==> src/design/ebrg_pkg.sv <==
// Constants and types for the external bus request and grant arbiter.
// Assumes one peripheral clock domain; all pins arrive asynchronously.

package ebrg_pkg;

	// ==========================================================
	// Port widths
	localparam int ADDR_W = 22;
	localparam int DATA_W = 16;
	localparam int BANK_W = 4;

	// ==========================================================
	// Idle pin levels and reset values
	localparam logic        REQ_IDLE_N  = 1'b1;
	localparam logic        GRANT_OFF_N = 1'b1;
	localparam logic        STROBE_OFF  = 1'b1;
	localparam logic [3:0]  BANK_OFF    = 4'hf;
	localparam logic [21:0] ADDR_RST    = 22'h000000;
	localparam logic [15:0] DATA_RST    = 16'h0000;

	// ==========================================================
	// Arbiter states
	typedef enum logic [1:0] {
		EBRG_OWN     = 2'b00,	// Device drives the port
		EBRG_RELEASE = 2'b01,	// Drivers off, grant not yet given
		EBRG_GRANTED = 2'b10,	// Outside master owns the bus
		EBRG_RECLAIM = 2'b11	// Grant withdrawn, drivers still off
	} ebrg_state_t;

endpackage : ebrg_pkg

==> src/design/ebrg_sync.sv <==
// Two-flop synchroniser for asynchronous levels.
// Assumes the input is a level that stays put for several clock periods.

`timescale 1ns/1ns

module ebrg_sync #(
	parameter int               WIDTH   = 1,
	parameter logic [WIDTH-1:0] RST_VAL = '0
) (
	input  wire logic             clk,	// Sampling clock
	input  wire logic             arst_n,	// Asynchronous reset, low active
	input  wire logic [WIDTH-1:0] d,	// Asynchronous input
	output logic      [WIDTH-1:0] q	// Synchronised output
);

	logic [WIDTH-1:0] meta_r;	// Read only by the second stage

	// ==========================================================
	// Two stages
	always_ff @(posedge clk or negedge arst_n) begin
		if (!arst_n) begin
			meta_r <= RST_VAL;
			q      <= RST_VAL;
		end else begin
			meta_r <= d;
			q      <= meta_r;
		end
	end

endmodule : ebrg_sync

==> src/design/ebrg_arbiter.sv <==
// External bus request/grant arbiter and port driver control.
// Assumes core_clk is the peripheral clock and internal requesters sit on it.

`timescale 1ns/1ns

module ebrg_arbiter (
	input  wire logic                           core_clk,	// Peripheral clock, 100 MHz
	input  wire logic                           rstn,	// Power-on reset, low active
	input  wire logic                           master_rst_n,	// Master reset pin, low active
	input  wire logic                           ext_bus_req_n,	// Outside bus request pin
	input  wire logic                           core_req,	// Core wants the port
	input  wire logic                           read_pair_lock,	// Between paired reads
	input  wire logic                           dma_req,	// Peripheral/DMA wants port
	input  wire logic                           excl_core,	// Exclusive core setting
	input  wire logic [ebrg_pkg::ADDR_W-1:0]    int_addr,	// Address from port logic
	input  wire logic [ebrg_pkg::DATA_W-1:0]    int_data,	// Write data from port logic
	input  wire logic                           int_data_en,	// Port logic writes data
	input  wire logic [ebrg_pkg::BANK_W-1:0]    int_bank_sel_n,	// Bank selects
	input  wire logic                           int_boot_sel_n,	// Boot space select
	input  wire logic                           int_io_sel_n,	// I/O space select
	input  wire logic                           int_rd_n,	// Read strobe
	input  wire logic                           int_wr_n,	// Write strobe
	output logic                                bus_grant_n,	// Grant pin, low active
	output logic                                grant_hang_n,	// Held-off access pin
	output logic                                core_stall,	// Stall to the sequencer
	output logic [ebrg_pkg::ADDR_W-1:0]         ext_addr_o,	// Address pin value
	output logic                                ext_addr_oe,	// Address pin enable
	output logic [ebrg_pkg::DATA_W-1:0]         ext_data_o,	// Data pin value
	output logic                                ext_data_oe,	// Data pin enable
	output logic [ebrg_pkg::BANK_W-1:0]         mem_bank_sel_n,	// Bank select pins
	output logic                                boot_space_sel_n,	// Boot select pin
	output logic                                io_space_sel_n,	// I/O select pin
	output logic                                rd_n_o,	// Read strobe pin
	output logic                                wr_n_o,	// Write strobe pin
	output logic                                ctrl_oe	// Selects and strobes enable
);

	// ==========================================================
	// State record
	typedef struct packed {
		ebrg_pkg::ebrg_state_t          st;
		logic                           grant_n;
		logic                           hang_n;
		logic                           stall;
		logic [ebrg_pkg::ADDR_W-1:0]    addr;
		logic                           addr_oe;
		logic [ebrg_pkg::DATA_W-1:0]    data;
		logic                           data_oe;
		logic [ebrg_pkg::BANK_W-1:0]    bank_n;
		logic                           boot_n;
		logic                           io_n;
		logic                           rd_n;
		logic                           wr_n;
		logic                           ctrl_oe;
	} ebrg_regs_t;

	ebrg_regs_t s_r;
	ebrg_regs_t s_nxt;
	logic       rst_n_s;	// Released reset for the whole block
	logic [1:0] pins_s;	// {master reset, bus request}, synchronised
	logic       req_s;	// Outside request active, high
	logic       core_in_rst;	// Master reset held
	logic       int_pending;	// Internal claim on the port

	// ==========================================================
	// Reset release and pin synchronisers
	ebrg_sync #(.WIDTH(1), .RST_VAL(1'b0)) u_rst_sync (
		.clk    (core_clk),
		.arst_n (rstn),
		.d      (1'b1),
		.q      (rst_n_s)
	);

	// Request crosses two flops before any arbiter logic sees it
	ebrg_sync #(.WIDTH(2), .RST_VAL(2'b11)) u_pin_sync (
		.clk    (core_clk),
		.arst_n (rst_n_s),
		.d      ({master_rst_n, ext_bus_req_n}),
		.q      (pins_s)
	);

	// ==========================================================
	// Request decode
	// Master reset silences internal requesters but never the arbiter itself
	assign core_in_rst = !pins_s[1];
	assign req_s       = (pins_s[0] != ebrg_pkg::REQ_IDLE_N);
	// Exclusive setting keeps DMA off the port, yet the outside request is still served
	assign int_pending = !core_in_rst &&
		(core_req || read_pair_lock || (dma_req && !excl_core));

	// ==========================================================
	// Next state
	always_comb begin
		s_nxt = s_r;
		unique case (s_r.st)
			ebrg_pkg::EBRG_OWN: begin
				// Outside request is lowest priority; a read pair holds it off
				if (req_s && !int_pending) begin
					s_nxt.st = ebrg_pkg::EBRG_RELEASE;
				end
			end
			ebrg_pkg::EBRG_RELEASE: begin
				// Drivers are already off here, so grant follows safely
				s_nxt.st = req_s ? ebrg_pkg::EBRG_GRANTED : ebrg_pkg::EBRG_RECLAIM;
			end
			ebrg_pkg::EBRG_GRANTED: begin
				if (!req_s) begin
					s_nxt.st = ebrg_pkg::EBRG_RECLAIM;
				end
			end
			ebrg_pkg::EBRG_RECLAIM: begin
				// One cycle with grant gone and drivers off avoids contention
				s_nxt.st = ebrg_pkg::EBRG_OWN;
			end
		endcase

		// Grant only in the granted state; earliest is the fourth edge
		s_nxt.grant_n = (s_nxt.st == ebrg_pkg::EBRG_GRANTED) ?
			!ebrg_pkg::GRANT_OFF_N : ebrg_pkg::GRANT_OFF_N;

		// Port drivers enabled only while the device owns the bus
		s_nxt.addr_oe = (s_nxt.st == ebrg_pkg::EBRG_OWN);
		s_nxt.ctrl_oe = (s_nxt.st == ebrg_pkg::EBRG_OWN);
		s_nxt.data_oe = (s_nxt.st == ebrg_pkg::EBRG_OWN) && int_data_en;
		s_nxt.addr    = int_addr;
		s_nxt.data    = int_data;
		// Strobes and selects forced idle while off, so a pull-up sees no glitch
		s_nxt.bank_n  = s_nxt.ctrl_oe ? int_bank_sel_n : ebrg_pkg::BANK_OFF;
		s_nxt.boot_n  = s_nxt.ctrl_oe ? int_boot_sel_n : ebrg_pkg::STROBE_OFF;
		s_nxt.io_n    = s_nxt.ctrl_oe ? int_io_sel_n : ebrg_pkg::STROBE_OFF;
		s_nxt.rd_n    = s_nxt.ctrl_oe ? int_rd_n : ebrg_pkg::STROBE_OFF;
		s_nxt.wr_n    = s_nxt.ctrl_oe ? int_wr_n : ebrg_pkg::STROBE_OFF;

		// A core access while the bus is away stalls execution, unless master reset is held
		s_nxt.stall  = core_req && !core_in_rst &&
			(s_nxt.st != ebrg_pkg::EBRG_OWN);
		// Hang reports an internal access held off by the grant
		s_nxt.hang_n = !(int_pending && (s_nxt.st != ebrg_pkg::EBRG_OWN));
	end

	// ==========================================================
	// State register on the peripheral clock
	always_ff @(posedge core_clk or negedge rst_n_s) begin
		if (!rst_n_s) begin
			s_r.st      <= ebrg_pkg::EBRG_OWN;
			s_r.grant_n <= ebrg_pkg::GRANT_OFF_N;
			s_r.hang_n  <= ebrg_pkg::GRANT_OFF_N;
			s_r.stall   <= 1'b0;
			s_r.addr    <= ebrg_pkg::ADDR_RST;
			s_r.addr_oe <= 1'b0;
			s_r.data    <= ebrg_pkg::DATA_RST;
			s_r.data_oe <= 1'b0;
			s_r.bank_n  <= ebrg_pkg::BANK_OFF;
			s_r.boot_n  <= ebrg_pkg::STROBE_OFF;
			s_r.io_n    <= ebrg_pkg::STROBE_OFF;
			s_r.rd_n    <= ebrg_pkg::STROBE_OFF;
			s_r.wr_n    <= ebrg_pkg::STROBE_OFF;
			s_r.ctrl_oe <= 1'b0;
		end else begin
			s_r <= s_nxt;
		end
	end

	// ==========================================================
	// Outputs, all straight from flops
	assign bus_grant_n      = s_r.grant_n;
	assign grant_hang_n     = s_r.hang_n;
	assign core_stall       = s_r.stall;
	assign ext_addr_o       = s_r.addr;
	assign ext_addr_oe      = s_r.addr_oe;
	assign ext_data_o       = s_r.data;
	assign ext_data_oe      = s_r.data_oe;
	assign mem_bank_sel_n   = s_r.bank_n;
	assign boot_space_sel_n = s_r.boot_n;
	assign io_space_sel_n   = s_r.io_n;
	assign rd_n_o           = s_r.rd_n;
	assign wr_n_o           = s_r.wr_n;
	assign ctrl_oe          = s_r.ctrl_oe;

endmodule : ebrg_arbiter

==> config.mk <==
export PLATFORM = sky130hd
export DESIGN_NAME = ebrg_arbiter
export DESIGN_NICKNAME = d
export VERILOG_FILES = /design/src/design/ebrg_pkg.sv /design/src/design/ebrg_sync.sv /design/src/design/ebrg_arbiter.sv
export SDC_FILE = /design/constraint.sdc
export NUM_CORES = 1
export LEC_CHECK = 0
export BUFFER_PORTS_ARGS = -buffer_cell sky130_fd_sc_hd__buf_4
export CAP_MARGIN = 0
export CELL_PAD_IN_SITES_DETAIL_PLACEMENT = 1
export CELL_PAD_IN_SITES_GLOBAL_PLACEMENT = 1
export CORE_MARGIN = 1.5
export CORE_UTILIZATION = 32
export CTS_BUF_LIST = sky130_fd_sc_hd__clkbuf_2 sky130_fd_sc_hd__clkbuf_4 sky130_fd_sc_hd__clkbuf_8
export CTS_CLUSTER_SIZE = 12
export DETAILED_ROUTE_END_ITERATION = 6
export PLACE_DENSITY_LB_ADDON = 0.1
export SLEW_MARGIN = 5
export SYNTH_ARGS = -nofsm -noshare
export SYNTH_HDL_FRONTEND = slang
export SYNTH_SLANG_ARGS = --single-unit
==> constraint.sdc <==
create_clock -name core_clk -period 1.8 [get_ports core_clk]
set_input_delay 0.45 -clock core_clk [delete_from_list [all_inputs] [get_ports core_clk]]
set_output_delay 0.45 -clock core_clk [all_outputs]
set_load 0.05 [all_outputs]
==> results of run 1 <==
repair_timing:
item / CTS / global route
hold buffers: 1 / 0
hold endpoints to repair: 2 / 0
endpoints found under the setup margin: 0 / 1
gates resized for setup: 0 / 1
where the power goes:
group          internal (uW)  total, uW  switching, uW
registers               1560       1630           72.7
logic                    447       1300            854
clock network            747       1230            487
total                   2750       4160           1410
kinds of logic after synthesis:
family                     synth area share [%]
DFF                                        73.2
and+or+nand+nor                            4.54
other                                     0.184
buffers and inverters                      17.3
AOI/OAI and AO/OA                          2.94
adders and majority gates                  1.84
synthesized netlist by cell type, drive strengths merged:
| cell | instances | area [sq um] |
|---|---|---|
| conb | 1 | 3.75 |
| dfrtp | 45 | 1130 |
| nor2 | 2 | 7.51 |
| and3 | 1 | 7.51 |
| a21boi | 1 | 7.51 |
| nor2b | 1 | 13.8 |
| inv | 5 | 18.8 |
| o311ai | 2 | 25.0 |
| buf | 44 | 334 |
| nand2b | 1 | 6.26 |
| nand2 | 2 | 7.51 |
| o21ai | 1 | 5.00 |
| a21oi | 1 | 5.00 |
| dfstp | 14 | 368 |
| or2 | 8 | 50.1 |
| ha | 3 | 37.5 |
| a211o | 2 | 17.5 |
placed cells by master, fill, tap and decap left out:
cell type / netlist / final
a211o_1: 2 / 1
a211o_2: 0 / 1
a21boi_1: 1 / 1
a21oi_1: 1 / 1
and3_2: 1 / 1
buf_12: 0 / 1
buf_4: 43 / 108
bufinv_16: 0 / 1
clkbuf_8: 0 / 12
clkinv_2: 0 / 2
clkinvlp_4: 0 / 1
conb_1: 1 / 1
dfrtp_1: 45 / 44
dfrtp_2: 0 / 1
dfstp_2: 14 / 14
dlygate4sd3_1: 0 / 1
ha_1: 3 / 3
inv_1: 4 / 4
inv_2: 1 / 1
nand2_1: 2 / 2
nand2b_1: 1 / 1
nor2_1: 2 / 2
nor2b_4: 1 / 1
o21ai_0: 1 / 1
o311ai_0: 1 / 1
o311ai_2: 1 / 1
or2_1: 8 / 8
state kept, by name, indices dropped and copies added (netlist names), 2 cells and up:
| signal | flops |
|---|---|
| mem_bank_sel_n | 4 |
| ext_data_o | 16 |
| s_r | 2 |
| u_pin_sync.meta_r | 2 |
| u_pin_sync.q | 2 |
| ext_addr_o | 22 |
final cells by class:
class	count	area, sq um
Fill cell	650	3170
Sequential cell	59	1500
Clock buffer	12	165
Tap cell	75	93.8
Multi-Input combinational cell	26	195
Clock inverter	4	47.5
Inverter	5	18.8
Timing Repair Buffer	110	841
layer usage:
metal	vias up	global-route usage, %	share of wire, %
li1	528	-	-
met1	569	14.2	37
met2	70	20.8	51
met3	11	5.57	9.8
met4	0	7.27	2.5
met5	-	0	0
worst max-delay path: stages, from the launching register on:
cell and delay, ns:
dfrtp_1 0.41, inv_2 0.08, ha_1 0.23, a21boi_1 0.15, a211o_2 0.42, and3_2 0.23
per-stage QoR:
step	worst slack, ns	hold slack (ns)
2_1_floorplan	0.0602	0.154
3_3_place_gp	0.220	0.117
3_5_place_dp	0.135	0.126
4_1_cts	0.124	0.131
5_1_grt	0.0217	0.147
6_report	0.174	0.128
final timing paths:
kind | startpoint | to | cells after the start
max in group asynchronous | u_rst_sync.q | boot_space_sel_n | 1
hold reg to reg | u_rst_sync.q | ext_data_o[7] | 0
min in group core_clk | master_rst_n | u_pin_sync.meta_r[1] | 1
hold / removal | u_rst_sync.q | ext_data_o[7] | 0
setup reg to reg | s_r[52] | core_stall | 5
setup / recovery | s_r[52] | core_stall | 5
==> flow_metrics.env, run 1 <==
export IMPL_worst_ir_drop_vdd_uv=935
export IMPL_final_design_area_no_fill_sq_mm=0.00286
export IMPL_numClockSinks=59
export IMPL_final_period_utilization_pct=90.3
export IMPL_post_route_cells_drive_above_1_share_pct=67.1
export IMPL_timing_critical_path_fanout_max=11
export IMPL_die_w_um=82.9
export IMPL_postSynthNetCount=192
export IMPL_cellPowerDensity_mw_per_mm2=1460
export IMPL_vias=1178
export IMPL_dpl_cell_area_sq_mm=0.00263
export IMPL_detail_route_drc_violations=0
export IMPL_reg2reg_slack_ns=0.17
export IMPL_antenna_diode_count=0
export IMPL_overflow_left_after_global_routing=0
export IMPL_cap_violations=0
export IMPL_endpoint_kind="flip-flop"
export IMPL_final_setup_skew_ns=0.00494
export IMPL_finalMaxSlewViolations=0
export IMPL_grt_max_degree=30
export IMPL_hp_class="reg -> async"
export IMPL_post_cts_setup_buffer_count=0
export IMPL_viasPerCell=4.05
export IMPL_layout_min_cycle_time_ns=1.63
export IMPL_path_class="reg -> reg"
export IMPL_nets=269
export IMPL_grt_pass1_vias=1369
export IMPL_grt_first_pass_wirelength_um=6710
export IMPL_placement_io_buffers=106
export IMPL_placementRows=28
export IMPL_dr_pass1_iters=2
export IMPL_netlist_area_sq_mm=0.00204
export IMPL_area_delta_synth_final_pct=40.0
export IMPL_antenna_found_initial=0
export IMPL_finalSetupTns_ns=0
export IMPL_fmax_ghz=0.615
export IMPL_drt_wl_total_um=3980
export IMPL_synthesis_instances=134
export IMPL_cts_tree="done"
export IMPL_fin_util_pct=47.4
export IMPL_gpl_final_weighted_congestion=0.738
export IMPL_setup_viol=0
export IMPL_detailed_place_hpwl_um=3130
export IMPL_placeableCoreArea_sq_mm=0.00603
export IMPL_io_pins=107
export IMPL_initial_core_utilization_pct=33.9
export IMPL_insertion_delay_ns=0.32
export IMPL_critical_path_required_ns=2.02
export IMPL_first_drt_iteration_drcs=17
export IMPL_leakage_power_total_uw=0.00142
export IMPL_ys_ff_latch=59
export IMPL_clk_pin_slew_ns=0.07
export IMPL_total_global_route_track_usage_pct=12.9
export IMPL_cp_arrival_ns=1.84
export IMPL_unrepaired_setup_endpoints_after_global_routing="no"
export IMPL_design_die_area_sq_mm=0.00686
export IMPL_synth_seq_area_share_pct=73.2
export IMPL_avgRoutedWirePerCell_um=13.7
export IMPL_dieHeight_um=82.9
export IMPL_htree_levels=3
export IMPL_synthesis_yosys_warnings=0
export IMPL_stdcell_count=291
export IMPL_dp_cells=274
export IMPL_ys_types=20
export IMPL_run_status="completed"
export IMPL_final_antenna_violating_net_count=0
export IMPL_clock_root_buffer="clkbuf_8"
export IMPL_setup_worst_path_start_class="flip-flop"
export IMPL_max_clock_path_buffers=2
export IMPL_timing_final_hold_violations=0
export IMPL_total_power_uw=4160
export IMPL_synthesis_area_per_instance_sq_um=15.2
export IMPL_cts_inserted_buffers=9
Power figures use the tool's default switching activity.
==> run 2: changes to the inputs <==
--- a/config.mk
+++ b/config.mk
@@ -14,6 +14,7 @@
 export CTS_BUF_LIST = sky130_fd_sc_hd__clkbuf_2 sky130_fd_sc_hd__clkbuf_4 sky130_fd_sc_hd__clkbuf_8
 export CTS_CLUSTER_SIZE = 12
 export DETAILED_ROUTE_END_ITERATION = 6
+export MAX_ROUTING_LAYER = met4
 export PLACE_DENSITY_LB_ADDON = 0.1
 export SLEW_MARGIN = 5
 export SYNTH_ARGS = -nofsm -noshare
==> run 2 against run 1 <==
  * Register-to-register slack about the same
  * Clock-buffer cell count did not move
  * Critical path type unchanged
  * Critical endpoint unchanged
  * Cell area is the same
==> flow_metrics.env, run 2 (synthesis gave the netlist of run 1 again) <==
export IMPL_setup_worst_path_start_class="flip-flop"
export IMPL_die_w_um=82.9
export IMPL_vias=1183
export IMPL_overflow_left_after_global_routing=0
export IMPL_hold_worst_slack_ns=0.128
export IMPL_post_cts_setup_buffer_count=0
export IMPL_path_class="reg -> reg"
export IMPL_power_frac_clock_pct=29.6
export IMPL_layout_cells_most_common="buf_4"
export IMPL_placement_io_buffers=106
export IMPL_finalMaxSlewViolations=0
export IMPL_detailed_place_hpwl_um=3130
export IMPL_setup_worst_path_end="core_stall"
export IMPL_total_global_route_track_usage_pct=13.2
export IMPL_avgRoutedWirePerCell_um=13.6
export IMPL_placeableCoreArea_sq_mm=0.00603
export IMPL_ff2ff_path_depth=5
export IMPL_clock_root_buffer="clkbuf_8"
export IMPL_combinationalPowerShare_pct=31.3
export IMPL_placementRows=28
export IMPL_leakage_power_total_uw=0.00142
export IMPL_dpl_cell_area_sq_mm=0.00263
export IMPL_cts_inserted_buffers=9
export IMPL_first_drt_iteration_drcs=21
export IMPL_antenna_found_initial=0
export IMPL_layout_min_cycle_time_ns=1.63
export IMPL_design_die_area_sq_mm=0.00686
export IMPL_final_antenna_violating_net_count=0
export IMPL_timing_final_hold_violations=0
export IMPL_dr_pass1_iters=3
export IMPL_p_seq_share_pct=39.1
export IMPL_cellPowerDensity_mw_per_mm2=1460
export IMPL_fmax_ghz=0.614
export IMPL_numClockSinks=59
export IMPL_power_switching_fraction_pct=33.9
export IMPL_crit_path_max_incr_delay_ns=0.42
export IMPL_nets=269
export IMPL_timing_critical_path_fanout_max=11
export IMPL_rr_endpoint="core_stall"
export IMPL_worst_ir_drop_vdd_uv=935
export IMPL_final_cell_mix="buf_4 (108), dfrtp_1 (44), dfstp_2 (14), clkbuf_8 (12), or2_1 (8)"
export IMPL_run_status="completed"
export IMPL_insertion_delay_ns=0.32
export IMPL_setup_viol=0
export IMPL_grt_pass1_vias=1385
export IMPL_unrepaired_setup_endpoints_after_global_routing="no"
export IMPL_dieHeight_um=82.9
export IMPL_endpoint_kind="flip-flop"
export IMPL_worstReg2RegStart="s_r[52]"
export IMPL_power_report_internal_total_uw=2750
export IMPL_cp_cell_sequence="inv_2 > ha_1 > a21boi_1 > a211o_2 > and3_2"
export IMPL_reg2reg_slack_ns=0.17
export IMPL_area_delta_synth_final_pct=40.0
export IMPL_hp_class="reg -> async"
export IMPL_detail_route_drc_violations=0
export IMPL_finalSetupTns_ns=0
export IMPL_clk_pin_slew_ns=0.07
export IMPL_power_net_switching_uw=1410
export IMPL_io_pins=107
export IMPL_grt_first_pass_wirelength_um=6690
export IMPL_drt_wl_total_um=3970
export IMPL_critical_path_required_ns=2.02
export IMPL_final_period_utilization_pct=90.5
export IMPL_largest_register_ff_count=22
export IMPL_cp_arrival_ns=1.84
export IMPL_timing_critical_path_slowest_stage_cell="a211o_2"
export IMPL_max_clock_path_buffers=2
export IMPL_initial_core_utilization_pct=33.9
export IMPL_final_design_area_no_fill_sq_mm=0.00286
export IMPL_antenna_diode_count=0
export IMPL_htree_levels=3
export IMPL_viasPerCell=4.07
export IMPL_post_route_cells_drive_above_1_share_pct=67.1
export IMPL_final_setup_skew_ns=0.00472
export IMPL_gpl_final_weighted_congestion=0.747
export IMPL_cap_violations=0
export IMPL_grt_max_degree=30
export IMPL_crit_start="s_r[52]"
export IMPL_cts_tree="done"
run 2: cell type report:
class                   count  area [sq um]
clock buffers              12           165
clock inverters             4          47.5
fillers                   650          3170
inverters                   5          18.8
multi-input cells          26           195
flip-flops and latches     59          1500
well taps                  75          93.8
repair buffers            110           841
run 2: how the worst min path moves through the flow:
stage                      start           endpoint  slack, ns  cells past startpoint
global route        u_rst_sync.q      ext_data_o[7]       0.15                      0
floorplan                   rstn  u_rst_sync.meta_r       0.15                      0
detailed placement  u_rst_sync.q     ext_data_o[12]       0.13                      0
finish              u_rst_sync.q      ext_data_o[7]       0.13                      0
CTS                 u_rst_sync.q      ext_data_o[7]       0.13                      0
global placement    u_rst_sync.q     ext_data_o[12]       0.12                      0
run 2: repair_timing:
action,CTS,global route
gates resized for setup,0,1
endpoints found under the setup margin,0,1
hold buffers,1,0
endpoints found under the hold margin,2,0
run 2: power by group through the flow:
stage / Combinational (uW) / Sequential, uW / Clock [uW]
3_5_place_dp: 1320 / 1650 / 0
5_1_grt: 1400 / 1650 / 1360
3_3_place_gp: 1270 / 1650 / 0
6_report: 1300 / 1630 / 1230
2_1_floorplan: 755 / 1900 / 0
4_1_cts: 1320 / 1630 / 1290
run 2: layer usage:
metal / global-route usage [%] / vias up / part of all wire, %
li1: - / 528 / -
met5: - / - / 0
met1: 14.8 / 573 / 38
met4: 7.27 / 0 / 2.5
met3: 4.67 / 11 / 8.2
met2: 20.8 / 71 / 51
run 2: per-stage QoR:
stage               setup slack [ns]  power, uW  std cells  utilization, %
detailed placement             0.135       2980        274            43.7
global placement               0.220       2920        274            43.7
finish                         0.172       4160        291            47.4
CTS                            0.124       4250        291            47.4
global route                  0.0217       4410        291            47.4
floorplan                     0.0602       2660        134               -
run 2: critical path, delay by kind of cell (launching register included):
kind | cells | cell delay (ns)
DFF | 1 | 0.41
AOI/OAI and AO/OA | 2 | 0.57
and+or+nand+nor | 1 | 0.23
adders and majority gates | 1 | 0.23
buffers and inverters | 1 | 0.08
